==> config.mk <==
export PLATFORM = sky130hd
export DESIGN_NAME = switch_ingress_rate_control
export DESIGN_NICKNAME = d
export VERILOG_FILES = /design/src/ingress_rate_pkg.sv /design/src/rate_table.sv /design/src/switch_ingress_rate_control.sv
export SDC_FILE = /design/constraint.sdc
export NUM_CORES = 1
export LEC_CHECK = 0
export BUFFER_PORTS_ARGS = -buffer_cell sky130_fd_sc_hd__buf_4
export CAP_MARGIN = 0
export CORE_ASPECT_RATIO = 0.7
export CORE_UTILIZATION = 50
export CTS_BUF_LIST = sky130_fd_sc_hd__clkbuf_2
export CTS_CLUSTER_SIZE = 10
export DETAILED_ROUTE_END_ITERATION = 10
export GPL_TIMING_DRIVEN = 0
export PLACE_DENSITY = 0.67
export SLEW_MARGIN = 10
export SYNTH_ARGS = -nofsm -noshare
export SYNTH_HDL_FRONTEND = slang
export SYNTH_SLANG_ARGS = --single-unit
==> constraint.sdc <==
create_clock -name clk_in -period 4.7 [get_ports clk_in]
set_clock_uncertainty 0.2 [all_clocks]
set_input_delay 0.705 -clock clk_in [delete_from_list [all_inputs] [get_ports clk_in]]
set_output_delay 0.705 -clock clk_in [all_outputs]
set_load 0.1 [all_outputs]
==> src/ingress_rate_pkg.sv <==
package ingress_rate_pkg;
  // Bus geometry
  localparam int ADDR_W = 16;
  localparam int DATA_W = 32;
  // Register indices; byte address is four times the index
  localparam logic [15:0] IDX_BCAST = 16'h1848;
  localparam logic [15:0] IDX_ADMIT = 16'h1849;
  localparam logic [15:0] IDX_CFG = 16'h184A;
  localparam logic [15:0] IDX_CMD = 16'h184B;
  localparam logic [15:0] IDX_STS = 16'h184C;
  localparam logic [15:0] IDX_WDATA = 16'h184D;
  localparam logic [15:0] IDX_RDATA = 16'h184E;
  localparam logic [15:0] ADDR_BCAST = {IDX_BCAST[13:0], 2'h0};
  localparam logic [15:0] ADDR_ADMIT = {IDX_ADMIT[13:0], 2'h0};
  localparam logic [15:0] ADDR_CFG = {IDX_CFG[13:0], 2'h0};
  localparam logic [15:0] ADDR_CMD = {IDX_CMD[13:0], 2'h0};
  localparam logic [15:0] ADDR_STS = {IDX_STS[13:0], 2'h0};
  localparam logic [15:0] ADDR_WDATA = {IDX_WDATA[13:0], 2'h0};
  localparam logic [15:0] ADDR_RDATA = {IDX_RDATA[13:0], 2'h0};
  // Broadcast throttle fields, port 0 only
  localparam int BT_EN_BIT = 8;
  localparam int BT_LVL_W = 8;
  localparam logic [7:0] BT_LVL_RST = 8'h02;
  localparam logic [5:0] BT_UNIT_PAD = 6'h00;
  localparam int BT_CNT_W = 14;
  // Admit field
  localparam int ADMIT_W = 3;
  localparam logic [2:0] ADMIT_RST = 3'h0;
  // Configuration fields
  localparam int CFG_EN_BIT = 0;
  localparam int CFG_MODE_LSB = 1;
  localparam logic [1:0] MODE_PORT_PRIO = 2'h0;
  localparam logic [1:0] MODE_PORT = 2'h1;
  localparam logic [1:0] MODE_PRIO = 2'h2;
  // Command fields
  localparam int CMD_READ_BIT = 7;
  localparam int CMD_TYPE_LSB = 5;
  localparam int CMD_ADDR_W = 5;
  localparam logic [1:0] TYPE_RATE = 2'h1;
  localparam logic [1:0] TYPE_CBS = 2'h2;
  localparam logic [1:0] TYPE_EBS = 2'h3;
  // Metering table
  localparam int ENTRY_W = 16;
  localparam int TABLE_DEPTH = 26;
  localparam int RATE_COUNT = 24;
  localparam logic [4:0] RATE_LAST = 5'h17;
  localparam logic [4:0] ENTRY_CBS = 5'h18;
  localparam logic [4:0] ENTRY_EBS = 5'h19;
  localparam logic [15:0] RATE_RST = 16'h0014;
  localparam logic [15:0] BURST_RST = 16'h0600;
  localparam int RATE_STEP_NS = 20;
  // Timing
  localparam int CLK_PERIOD_NS = 100;
  localparam int THROTTLE_INTERVAL_NS = 1720000;
  localparam int THROTTLE_CYCLES = THROTTLE_INTERVAL_NS / CLK_PERIOD_NS;
  localparam int INTERVAL_W = 24;
endpackage : ingress_rate_pkg

==> src/rate_table.sv <==
`timescale 1ns/1ps
`default_nettype none
module rate_table (
  input wire logic clk_in,
  input wire logic arst_n_in,
  input wire logic we_in,
  input wire logic re_in,
  input wire logic [4:0] addr_in,
  input wire logic [15:0] wdata_in,
  output logic [15:0] rdata_out
);
  typedef struct packed {
    logic [ingress_rate_pkg::TABLE_DEPTH-1:0][ingress_rate_pkg::ENTRY_W-1:0] mem;
    logic [ingress_rate_pkg::ENTRY_W-1:0] rdata;
  } table_state_t;

  table_state_t st_q;
  table_state_t st_d;
  logic in_range;

  // Addresses beyond the last entry neither store nor return data
  assign in_range = (addr_in <= ingress_rate_pkg::ENTRY_EBS);

  // Write and registered read
  always_comb begin
    st_d = st_q;
    if (we_in && in_range) begin
      st_d.mem[addr_in] = wdata_in;
    end
    if (re_in) begin
      st_d.rdata = in_range ? st_q.mem[addr_in] : 16'h0000;
    end
  end

  // Rate entries and burst entries start at their own defaults
  always_ff @(posedge clk_in or negedge arst_n_in) begin
    if (!arst_n_in) begin
      st_q.rdata <= 16'h0000;
      for (int i = 0; i < ingress_rate_pkg::TABLE_DEPTH; i++) begin
        st_q.mem[i] <= (i < ingress_rate_pkg::RATE_COUNT) ?
                       ingress_rate_pkg::RATE_RST : ingress_rate_pkg::BURST_RST;
      end
    end else begin
      st_q <= st_d;
    end
  end

  assign rdata_out = st_q.rdata;
endmodule : rate_table
`default_nettype wire

==> src/switch_ingress_rate_control.sv <==
// Summary of operation
// - Throttle enable bit limits accepted broadcast bytes on port 0.
// - Throttle level is bytes times 64 per 1.72 ms; resets to two.
// - Admit bits 2,1,0 let non-member packets in on ports 2,1,0.
// - Non-member admission still needs the destination VLAN active.
// - Mode 00 port and priority, 01 port only, 10 priority only.
// - Rate enable turns metering on; clear means no metering.
// - Each command register write made while pending is clear launches one indirect table access, unless its type is reserved or its address bad.
// - Command bit 7: one reads the table, zero writes it.
// - Type 01 rate entry, 10 committed burst, 11 excess burst.
// - Five-bit address picks one of 24 committed rate entries.
// - Port and priority mode: eight entries per port, priority 0 lowest.
// - Port only mode uses entries 0, 1, 2 for ports 0, 1, 2.
// - Priority only mode uses entry N for priority N up to 23.
// - Table holds 24 rate, one committed and one excess burst entries.
// - Pending is set during an access, clears itself, resets to zero.
// - Rate entry means per byte interval of value plus one times 20 ns.
`timescale 1ns/1ps
`default_nettype none
module switch_ingress_rate_control #(
  parameter int THROTTLE_CYCLES = ingress_rate_pkg::THROTTLE_CYCLES
) (
  input wire logic clk_in,
  input wire logic arst_n_in,
  input wire logic [15:0] addr_in,
  input wire logic [31:0] wdata_in,
  input wire logic wr_in,
  input wire logic rd_in,
  output logic [31:0] rdata_out,
  input wire logic bcast_byte_in,
  output logic bcast_block_out,
  input wire logic admit_req_in,
  input wire logic [1:0] admit_port_in,
  input wire logic vlan_member_in,
  input wire logic vlan_active_in,
  output logic admit_valid_out,
  output logic admit_ok_out,
  input wire logic meter_req_in,
  input wire logic [1:0] meter_port_in,
  input wire logic [4:0] meter_prio_in,
  output logic meter_enable_out,
  output logic [1:0] meter_mode_out,
  output logic rate_valid_out,
  output logic [4:0] meter_index_out,
  output logic [16:0] rate_interval_out
);
  typedef enum logic [1:0] {
    CMD_IDLE,
    CMD_ACCESS,
    CMD_CAPTURE
  } cmd_state_t;

  typedef struct packed {
    logic bt_en;
    logic [7:0] bt_level;
    logic [2:0] admit;
    logic rate_en;
    logic [1:0] rate_mode;
    logic cmd_read;
    logic [1:0] cmd_type;
    logic [4:0] cmd_addr;
    logic pending;
    logic [15:0] wdata;
    logic [15:0] rddata;
    cmd_state_t cmd_state;
    logic [31:0] bus_rdata;
    logic [ingress_rate_pkg::INTERVAL_W-1:0] interval;
    logic [13:0] bt_count;
    logic bt_block;
    logic admit_valid;
    logic admit_ok;
    logic lookup_pend;
    logic rate_valid;
    logic [4:0] meter_index;
    logic [16:0] rate_interval;
  } state_t;

  state_t st_q;
  state_t st_d;
  logic mem_we;
  logic mem_re;
  logic [4:0] mem_addr;
  logic [15:0] mem_rdata;
  logic [4:0] cmd_entry;
  logic cmd_valid;
  logic [4:0] lookup_index;
  logic [13:0] bt_limit;

  localparam logic [23:0] INTERVAL_RELOAD = 24'(THROTTLE_CYCLES - 1);

  // Target entry of the stored command; reserved type or bad address is a no-op
  always_comb begin
    cmd_entry = st_q.cmd_addr;
    cmd_valid = 1'b0;
    case (st_q.cmd_type)
      ingress_rate_pkg::TYPE_RATE: begin
        cmd_valid = (st_q.cmd_addr <= ingress_rate_pkg::RATE_LAST);
      end
      ingress_rate_pkg::TYPE_CBS: begin
        cmd_entry = ingress_rate_pkg::ENTRY_CBS;
        cmd_valid = 1'b1;
      end
      ingress_rate_pkg::TYPE_EBS: begin
        cmd_entry = ingress_rate_pkg::ENTRY_EBS;
        cmd_valid = 1'b1;
      end
      default: begin
        cmd_valid = 1'b0;
      end
    endcase
  end

  // Rate entry used by the metering datapath for each mode
  always_comb begin
    case (st_q.rate_mode)
      ingress_rate_pkg::MODE_PORT_PRIO: begin
        lookup_index = {meter_port_in, meter_prio_in[2:0]};
      end
      ingress_rate_pkg::MODE_PORT: begin
        lookup_index = {3'h0, meter_port_in};
      end
      ingress_rate_pkg::MODE_PRIO: begin
        lookup_index = meter_prio_in;
      end
      default: begin
        lookup_index = 5'h00;
      end
    endcase
  end

  // Byte budget of the throttle window
  assign bt_limit = {st_q.bt_level, ingress_rate_pkg::BT_UNIT_PAD};

  // Table port: a command access wins, a lookup in that cycle is dropped
  always_comb begin
    mem_we = 1'b0;
    mem_re = 1'b0;
    mem_addr = lookup_index;
    if (st_q.cmd_state == CMD_ACCESS) begin
      mem_addr = cmd_entry;
      mem_we = cmd_valid && !st_q.cmd_read;
      mem_re = cmd_valid && st_q.cmd_read;
    end else if (meter_req_in && st_q.rate_en) begin
      mem_re = 1'b1;
    end
  end

  // Next state of registers, command engine and datapath
  always_comb begin
    st_d = st_q;
    st_d.bus_rdata = 32'h0000_0000;
    st_d.rate_valid = 1'b0;
    st_d.admit_valid = 1'b0;
    st_d.lookup_pend = 1'b0;
    // Register writes; only documented fields are stored
    if (wr_in) begin
      if (addr_in == ingress_rate_pkg::ADDR_BCAST) begin
        st_d.bt_en = wdata_in[ingress_rate_pkg::BT_EN_BIT];
        st_d.bt_level = wdata_in[7:0];
      end else if (addr_in == ingress_rate_pkg::ADDR_ADMIT) begin
        st_d.admit = wdata_in[2:0];
      end else if (addr_in == ingress_rate_pkg::ADDR_CFG) begin
        st_d.rate_en = wdata_in[ingress_rate_pkg::CFG_EN_BIT];
        st_d.rate_mode = wdata_in[2:1];
      end else if (addr_in == ingress_rate_pkg::ADDR_CMD) begin
        // A busy engine drops the new command whole
        if (!st_q.pending) begin
          st_d.cmd_read = wdata_in[ingress_rate_pkg::CMD_READ_BIT];
          st_d.cmd_type = wdata_in[6:5];
          st_d.cmd_addr = wdata_in[4:0];
          st_d.pending = 1'b1;
          st_d.cmd_state = CMD_ACCESS;
        end
      end else if (addr_in == ingress_rate_pkg::ADDR_WDATA) begin
        st_d.wdata = wdata_in[15:0];
      end
    end
    // Register reads; unmapped addresses answer zero
    if (rd_in) begin
      if (addr_in == ingress_rate_pkg::ADDR_BCAST) begin
        st_d.bus_rdata = {23'h000000, st_q.bt_en, st_q.bt_level};
      end else if (addr_in == ingress_rate_pkg::ADDR_ADMIT) begin
        st_d.bus_rdata = {29'h00000000, st_q.admit};
      end else if (addr_in == ingress_rate_pkg::ADDR_CFG) begin
        st_d.bus_rdata = {29'h00000000, st_q.rate_mode, st_q.rate_en};
      end else if (addr_in == ingress_rate_pkg::ADDR_CMD) begin
        st_d.bus_rdata = {24'h000000, st_q.cmd_read, st_q.cmd_type, st_q.cmd_addr};
      end else if (addr_in == ingress_rate_pkg::ADDR_STS) begin
        st_d.bus_rdata = {31'h00000000, st_q.pending};
      end else if (addr_in == ingress_rate_pkg::ADDR_WDATA) begin
        st_d.bus_rdata = {16'h0000, st_q.wdata};
      end else if (addr_in == ingress_rate_pkg::ADDR_RDATA) begin
        st_d.bus_rdata = {16'h0000, st_q.rddata};
      end
    end
    // Indirect access engine
    case (st_q.cmd_state)
      CMD_ACCESS: begin
        if (cmd_valid && st_q.cmd_read) begin
          st_d.cmd_state = CMD_CAPTURE;
        end else begin
          st_d.pending = 1'b0;
          st_d.cmd_state = CMD_IDLE;
        end
      end
      CMD_CAPTURE: begin
        st_d.rddata = mem_rdata;
        st_d.pending = 1'b0;
        st_d.cmd_state = CMD_IDLE;
      end
      default: begin
        // Idle must not undo a launch made above, or pending would stick
        if (st_q.cmd_state != CMD_IDLE) begin
          st_d.cmd_state = CMD_IDLE;
        end
      end
    endcase
    // Metering lookup result, one cycle after the table read
    if (st_q.cmd_state != CMD_ACCESS && meter_req_in && st_q.rate_en) begin
      st_d.lookup_pend = 1'b1;
      st_d.meter_index = lookup_index;
    end
    if (st_q.lookup_pend) begin
      st_d.rate_valid = 1'b1;
      st_d.rate_interval = {1'b0, mem_rdata} + 17'h00001;
    end
    // Throttle window; restarting the count each window bounds the rate
    if (st_q.interval == 24'h000000) begin
      st_d.interval = INTERVAL_RELOAD;
      st_d.bt_count = 14'h0000;
    end else begin
      st_d.interval = st_q.interval - 24'h000001;
      if (bcast_byte_in && st_q.bt_count < bt_limit) begin
        st_d.bt_count = st_q.bt_count + 14'h0001;
      end
    end
    st_d.bt_block = st_q.bt_en && (st_d.bt_count >= bt_limit);
    // Admission decision for one packet
    if (admit_req_in) begin
      st_d.admit_valid = 1'b1;
      st_d.admit_ok = vlan_active_in && (vlan_member_in ||
                      (admit_port_in != 2'h3 && st_q.admit[admit_port_in]));
    end
  end

  // Single state register
  always_ff @(posedge clk_in or negedge arst_n_in) begin
    if (!arst_n_in) begin
      st_q <= '0;
      st_q.bt_level <= ingress_rate_pkg::BT_LVL_RST;
      st_q.admit <= ingress_rate_pkg::ADMIT_RST;
      st_q.cmd_state <= CMD_IDLE;
    end else begin
      st_q <= st_d;
    end
  end

  // Metering table storage
  rate_table u_table (
    .clk_in(clk_in),
    .arst_n_in(arst_n_in),
    .we_in(mem_we),
    .re_in(mem_re),
    .addr_in(mem_addr),
    .wdata_in(st_q.wdata),
    .rdata_out(mem_rdata)
  );

  // Outputs straight from the state register
  assign rdata_out = st_q.bus_rdata;
  assign bcast_block_out = st_q.bt_block;
  assign admit_valid_out = st_q.admit_valid;
  assign admit_ok_out = st_q.admit_ok;
  assign meter_enable_out = st_q.rate_en;
  assign meter_mode_out = st_q.rate_mode;
  assign rate_valid_out = st_q.rate_valid;
  assign meter_index_out = st_q.meter_index;
  assign rate_interval_out = st_q.rate_interval;

  logic cmd_wr;
  logic lookup_go;
  assign cmd_wr = wr_in && (addr_in == ingress_rate_pkg::ADDR_CMD);
  // Lookup that the table port accepts this cycle
  assign lookup_go = meter_req_in && st_q.rate_en && st_q.cmd_state != CMD_ACCESS;
endmodule : switch_ingress_rate_control
`default_nettype wire

; ---- Word-level counts from Yosys, hierarchy flattened
; Cells that the tools add are included.
[word_totals]
latch_bits = 0
word_cells = 155
ram_bits = 0
rom_bits = 0
input_bits = 66
reg_bits = 587
memories = 0
[op_classes]
n_reduce_logical = 25
add_sub_neg = 3
magnitude_cmp = 7
div_mod_pow = 0
shift = 0
n_mul = 0
eq_ne = 20
n_mux = 46
n_bitwise = 5
[ops]
columns = operator, n
row1 = $bwmux W416, 1
row2 = $mux W16, 13
row3 = $eq A16 B15 Y1 const B, 7
row4 = $bmux W16 S5, 1
row5 = $demux W16 S5, 1
row6 = $mux W17, 4
row7 = $mux W38, 1
row8 = $logic_not A24 Y1, 1
row9 = $sub A24 B1 Y24 const B, 1
row10 = $mux W2, 9
row11 = $reduce_and A6 Y1, 3
row12 = $add A16 B1 Y17 const B, 1
row13 = $pmux W5 S3, 1
row14 = $add A14 B1 Y14 const B, 1
row15 = $ge A14 B14 Y1, 1
row16 = $lt A14 B14 Y1, 1
row17 = $mux W14, 1
row18 = $ne A4 B2 Y1 const B, 3
row19 = $logic_and A1 B1 Y1, 11
row20 = $le A5 B5 Y1 const B, 2
row21 = $pmux W5 S2, 1
row22 = $eq A2 B2 Y1 const B, 4
row23 = $mux W1, 8
row24 = $reduce_bool A4 Y1, 2
row25 = 20 further kinds, 27

; ---- Logic depth before layout (Yosys ltp)
; Gate-level depths: netlist of run 1.
[depth]
depth_word = 9
ltp_mapped = 16
depth_no_buf = 16

; ---- By module
; Synthesis of run 1 repeated with hierarchy kept, for this count alone.
[unflattened]
cells_unflattened = 2120
hier_area_um2 = 27380.0
[by_module_without_submodules]
columns = module, cells_per_inst, instances, seq_area_each_um2, area_per_inst_um2
row1 = rate_table, 1435, 1, 10875.4, 20234.4
row2 = switch_ingress_rate_control, 685, 1, 3479.6, 7145.6

; ---- Worst setup path before layout of run 1
; No wires, ideal clock.
[synth_timing]
path_type = register -> register
start = register st_q[53] (netlist bit)
end = register st_q, in the netlist bcast_block_out
arrival_time_ps = 3034
setup_time_ps = 128
stages_incl_launch_ff = 14
setup_slack_ps = 1339
period_less_slack_ps = 3361
path_buffers = 2
cell_sequence = dfrtp_1 -> or4_4 -> or4_4 -> nor3_1 -> buf_2 -> buf_2 -> nor2_1 -> ha_1 -> o21ai_0 -> a21oi_1 -> o21ai_0 -> a211oi_1 -> a21oi_1 -> o31ai_2
[synth_lines]
columns = element, line_no
row1 = "start, declared", switch_ingress_rate_control.sv:78  ; state_t st_q;
row2 = "start signal, assigned", switch_ingress_rate_control.sv:254  ; st_q <= st_d;

; ---- Worst setup path in the final report of run 1
[layout_timing]
start = register st_q[98] (netlist bit)
end = register u_table.st_q, in the netlist u_table.rdata_out[13]
[layout_between]
elab_chain_len = 5
word_cells_on_any_way = 7
classes_between = order compare: 1 / eq/ne: 1 / mux: 5
[layout_lines]
columns = element, line_no
row1 = $eq A2 B1 Y1 *, switch_ingress_rate_control.sv:139  ; if (st_q.cmd_state == CMD_ACCESS) begin
row2 = $mux W5, switch_ingress_rate_control.sv:139
row3 = $bmux W16 S5, rate_table.sv:31  ; st_d.rdata = in_range ? st_q.mem[addr_in] : 16'h0000;
row4 = $mux W16 (implied by the code), rate_table.sv:31
row5 = $mux W16, rate_table.sv:31
row6 = "end signal, assigned", rate_table.sv:44  ; st_q <= st_d;
row7 = "end, declared", rate_table.sv:17  ; table_state_t st_q;
; Mark *: on every way between the ends. The rest lies on a longest branch, timed or not. The select of a mux whose other input is x is not followed.
; A chain may end at the register's enable or synchronous reset.

==> results of run 1 <==
[synthesized netlist by cell type, types with 16 or more instances]
| library cell | instances |
|---|---|
| dfrtp_1 | 518 |
| a22oi_1 | 17 |
| buf_4 | 75 |
| a21oi_1 | 126 |
| xnor2_1 | 20 |
| a22o_1 | 16 |
| nor3_1 | 27 |
| inv_1 | 20 |
| clkbuf_1 | 92 |
| buf_1 | 25 |
| xor2_1 | 26 |
| nand3_1 | 207 |
| nand2_1 | 467 |
| o21ai_0 | 25 |
| buf_2 | 46 |
| mux2_2 | 464 |
| dfstp_2 | 53 |
| nor2_1 | 83 |
| a31o_2 | 16 |
| nor4_1 | 21 |
| ha_1 | 22 |
[final cells by class]
| class | instances | area, sq um | share of cell area (%) |
|---|---|---|---|
| flip-flops and latches | 571 | 14400 | 46.4 |
| multi-input cells | 1711 | 11700 | 38.0 |
| repair buffers | 145 | 1330 | 4.31 |
| plain buffers | 240 | 1240 | 4.02 |
| clock buffers | 222 | 1110 | 3.59 |
| well taps | 730 | 913 | 2.95 |
| clock inverters | 26 | 129 | 0.417 |
| inverters | 20 | 75.1 | 0.243 |
| diodes | 8 | 20.0 | 0.0648 |
[cells in the final DEF (no fill, tap or decap), types with 46 or more instances in the layout]
master         Yosys  routed
buf_4             75     167
clkbuf_2           2     224
nand3_1          207     207
mux2_2           464     464
dfrtp_1          518     518
dfstp_2           53      53
a21oi_1          126     126
nor2_1            83      83
nand2_1          467     467
dlygate4sd3_1      0      46
clkbuf_1          92      92
buf_2             46      46
[how the worst min path moves through the flow]
stage	startpoint	endpoint	slack (ps)	cells past startpoint
6_report	wdata_in[12]	st_q[127]$_DFFE_PN0P_	90	3
5_1_grt	wdata_in[12]	st_q[127]$_DFFE_PN0P_	-30	3
4_1_cts	wdata_in[14]	st_q[129]$_DFFE_PN0P_	5	3
3_5_place_dp	meter_index_out[4]$_DFFE_PN0P_	meter_index_out[4]$_DFFE_PN0P_	280	2
3_3_place_gp	meter_index_out[0]$_DFFE_PN0P_	meter_index_out[0]$_DFFE_PN0P_	270	2
2_1_floorplan	arst_n_in	admit_ok_out$_DFFE_PN0P_	210	0
[critical path, cell delays in order, from the launching register on]
cell	delay, ps
dfrtp_1	400
inv_1	70
ha_1	240
buf_2	210
o31ai_1	780
nor2_1	120
nand2_1	630
clkbuf_1	990
a21oi_1	100
nor4_1	580
a22o_1	220
[state kept, by name, summed over array words and instances, names as in the netlist]
signal and cells:
meter_enable_out 1, u_table.rdata_out 16, meter_index_out 5, u_table.st_q 416
st_q 86, bt_limit 8, rate_interval_out 17, admit_valid_out 1
rate_valid_out 1, bcast_block_out 1, rdata_out 16, meter_mode_out 2
admit_ok_out 1
[cells by family after synthesis]
family / after synthesis / synth area share [%]
buffers and inverters: 260 / 4.82
flip-flops: 571 / 52.5
AO/OA/AOI/OAI: 241 / 5.45
multiplexers: 479 / 19.7
adder cells (fa/ha/maj): 22 / 1.01
AND/OR/NAND/NOR: 907 / 15.0
other: 1 / 0.0137
XOR/XNOR: 46 / 1.47
[power groups by stage]
stage	Clock (mW)	Sequential, mW	Combinational [mW]
after floorplan	0	5.08	1.34
after global placement	0	5.08	2.75
after detailed placement	0	5.08	2.77
after CTS	3.42	4.99	2.82
after global routing	3.70	5.00	3.02
final	3.40	4.99	3.00
[timing repair]
item,in CTS,in global routing
endpoints found under the hold margin,220,0
setup buffers,0,0
setup endpoints to repair,0,0
hold buffers,47,0
[per-layer routing]
layer / track usage, % / up-vias / part of all wire, %
met1: 52.2 / 11300 / 44
li1: - / 9351 / -
met5: 0 / - / 0
met3: 12.5 / 192 / 13
met4: 11.3 / 0 / 2.7
met2: 49.0 / 1240 / 41
==> results.toml, run 1 <==
[clock_tree]
clk_pin_slew_ps = 120
root_buffer = "clkbuf_2"
insertion_delay_ps = 1260
cts_tree = "done"
cts.repair.resized = 0
cts-buffers-inserted = 139
htree_levels = 4
cts_sinks = 571
clockBufferDepth = 3

[detailed_routing]
vias_per_cell = 6.00
drc_errors = 0
postRouteAntennaNets = 0
num_vias = 22000
wl_per_cell_microns = 26.4
firstDrtPassIters = 6
drt_iter0_drc = 2869
wl_microns = 97100

[grt]
grt_overflow = 0
antenna_found_initial = 4
track_usage_pct = 35.7
grt_pass1_vias = 21400
grt_pass1_wl_microns = 142000
grt_max_degree = 108

[pwr]
p_switching_mw = 4.57
power.density_mw_per_mm2 = 369
finalPower_mw = 11.4
swShare_pct = 40.1
seqPwrFrac_pct = 43.8
power_frac_clock_pct = 29.9
pwr-share-comb_pct = 26.3
intPower_mw = 6.82
leakage_nw = 15.1
ir_drop_uv = 263

[critical_path]
endpoint = "u_table.rdata_out[13]$_DFFE_PN0P_"
cp.arrival_ps = 5600
reg2reg_depth = 10
r2r-start = "st_q[98]$_DFFE_PN0P_"
rr_endpoint = "u_table.rdata_out[13]$_DFFE_PN0P_"
crit_required_ps = 5640
cp-start-kind = "flip-flop"
cp-startpoint = "st_q[98]$_DFFE_PN0P_"
r2r_setup_slack_ps = 30
critPathMaxFanout = 10
worstSetupPathType = "flip-flop to flip-flop"
endpoint_kind = "flip-flop"

[timing]
setup_viol = 0
fin_crit_sh_pct = 99.3
finalHoldViolations = 0
whs_ps = 85.8
setup_ws_ps = 34.9
slew_headroom_pct = 15.1
drv_slew = 0
tightest_slew_ps = 1270
setup_tns_ps = 0
grt_setup_unrepaired = "false"
fmax_mhz = 214
post-route-min-period_ps = 4670

[synth]
ys_seq_elements = 571
netlist_instances = 2527
async_flop_share_pct = 100
ys_types = 68
yosys-top-cells-area = "dfrtp_1, mux2_2, nand2_1"
syn-cell-area_sq_mm = 0.0273
yosysTopAreaCellShare_pct = 47.4
yosysSeqAreaShare_pct = 52.5
synth-main-ff-cell = "dfrtp_1"
synth_area_leader_cell = "dfrtp_1"
ys_warn_count = 0
syn_area_per_cell_sq_um = 10.8
synth_edf_count = 0

[floorplanning]
die_w_microns = 281
dieArea_sq_mm = 0.0556
die_y_microns = 198
core_area_sq_mm = 0.0538
ios = 127
rows = 71
start_util_pct = 50.8

[place]
dp_hpwl_microns = 66300
dp_cells = 3370
pre_cts_slack_ps = 103
dpl_cell_area_sq_mm = 0.0292
gp_congestion = 1.00
io_buffers = 93

[final_layout]
layout.nets = 2916
fill_cells = 4692
fin_cells = 3673
stdcell_area_sq_mm = 0.0309
final_core_util_pct = 57.4
area_growth_pct = 13.1
drive_gt1_share_pct = 35.1

[worst_hold_path]
hold_class = "primary input to flip-flop"

[run]
max_cap_violations = 0

[run_status]
status = "completed"
(Power assumes the default switching activity.)
==> run 2, diff against run 1 <==
- BUFFER_PORTS_ARGS: -buffer_cell sky130_fd_sc_hd__buf_4 -> -buffer_cell sky130_fd_sc_hd__clkbuf_2
==> run 2 against run 1 <==
  * Setup slack improved by 68 ps
  * Sequential power hardly changed
  * Wire length decreased by 0.59%
  * Worst hold slack improved by 3.5 ps
  * Design area decreased by 0.75%
  * Non-clock buffer count decreased by 2
  * Via count grew 0.24%
  * Largest power group unchanged
  * Highest routed layer is now met5
==> results.toml, run 2 (synthesis results as in run 1) <==
[timing]
setup_ws_ps = 103
finalHoldViolations = 0
drv_slew = 0
slew_headroom_pct = 10.7
tightest_slew_ps = 1340
setup_tns_ps = 0
grt_setup_unrepaired = "false"
setup_viol = 0
fmax_mhz = 218
post-route-min-period_ps = 4600
fin_crit_sh_pct = 97.8

[detailed_routing]
vias_per_cell = 6.04
postRouteAntennaNets = 0
wl_per_cell_microns = 26.4
drt_iter0_drc = 2904
num_vias = 22100
firstDrtPassIters = 6
drc_errors = 0
wl_microns = 96600

[place]
io_buffers = 93
pre_cts_slack_ps = 44.3
dp_hpwl_microns = 66500
gp_congestion = 0.988

[grt]
antenna_found_initial = 4
grt_pass1_wl_microns = 141000
grt_overflow = 0
grt_pass1_vias = 21200
track_usage_pct = 35.3
grt_max_degree = 106

[critical_path]
cp.arrival_ps = 5540
crit_required_ps = 5640
cp-start-kind = "flip-flop"
critPathMaxFanout = 10
worstSetupPathType = "flip-flop to flip-flop"
endpoint_kind = "flip-flop"

[clock_tree]
cts-buffers-inserted = 140
post_cts_buffers = 0
root_buffer = "clkbuf_2"
clockBufferDepth = 3
cts_sinks = 571
htree_levels = 4
clk_pin_slew_ps = 120
insertion_delay_ps = 1220
cts_tree = "done"

[floorplanning]
die_w_microns = 281
start_util_pct = 50.8
die_y_microns = 198
rows = 71
ios = 127
dieArea_sq_mm = 0.0556
core_area_sq_mm = 0.0538

[run]
max_cap_violations = 0

[pwr]
leakage_nw = 15.0
power.density_mw_per_mm2 = 373
ir_drop_uv = 292

[final_layout]
fill_cells = 4677
multi_input_area_sq_mm = 0.0117
final_core_util_pct = 57.0
drive_gt1_share_pct = 35.0
largest-register = "u_table.st_q"
layout_common_cells = "dfrtp_1, nand2_1, mux2_2"
seqCellArea_sq_mm = 0.0144
largest_reg_flops = 416
area_growth_pct = 12.2
layout.nets = 2915
mostFrequentLayoutCell = "dfrtp_1"

[run_status]
status = "completed"

[worst_hold_path]
hold_class = "primary input to flip-flop"
[run 2: final timing paths]
kind                                       from                                 to  slack [ps]  cells after the start
min reg2reg                  st_q[41]$_DFF_PN0_                 st_q[41]$_DFF_PN0_         290                      1
max in group asynchronous             arst_n_in      u_table.st_q[279]$_DFFE_PN0P_        2130                      7
min                            meter_port_in[1]     meter_index_out[1]$_DFFE_PN0P_          90                      4
max reg2reg                st_q[98]$_DFFE_PN0P_  u_table.rdata_out[11]$_DFFE_PN0P_         100                     10
min in group asynchronous             arst_n_in       u_table.st_q[97]$_DFFE_PN0P_         500                      4
max                        st_q[98]$_DFFE_PN0P_  u_table.rdata_out[11]$_DFFE_PN0P_         100                     10
[run 2: power by group]
| group | internal, mW | switching (mW) |
|---|---|---|
| combinational | 0.577 | 2.41 |
| sequential | 4.95 | 0.0451 |
| clock | 1.35 | 2.10 |
| total | 6.87 | 4.56 |
[run 2: critical path, stage by stage (launching register included)]
cell and delay [ps]:
dfrtp_1 390, inv_1 70, ha_1 230, buf_2 210
o31ai_1 880, nor2_1 120, nand2_1 630, clkbuf_1 990
a21oi_1 120, nor4_1 480, a22o_1 210
[run 2: layout make-up]
type | instances | area share (%)
antenna | 3 | 0.0245
buffer | 240 | 4.05
clock buffer | 212 | 3.46
clock inverter | 29 | 0.632
inverter | 20 | 0.245
multi-input combinational | 1711 | 38.2
sequential | 571 | 46.8
tap | 730 | 2.98
timing repair buffer | 143 | 3.58
[run 2: through the flow]
stage          instances  hold slack, ps  area, sq um  total power, mW
6_report            3659            89.3        30700             11.4
5_1_grt             3659            32.1        30700             11.8
3_3_place_gp        3365             270        28800             7.81
3_5_place_dp        3371             269        28900             7.84
2_1_floorplan       2542             209        27400             6.42
4_1_cts             3656            21.9        30700             11.3
[run 2: repair_timing]
action | in CTS | in global routing
setup endpoints to repair | 0 | 1
hold buffers | 44 | 0
hold endpoints to repair | 314 | 0
resized for setup | 0 | 1
[run 2: layer usage]
layer  part of all wire [%]  vias up  global-route usage [%]
met1                     44    11200                    52.2
li1                       -     9325                       -
met4                    3.1        4                    11.5
met5                  0.032        -                       0
met3                     13      217                    13.4
met2                     40     1322                    46.8
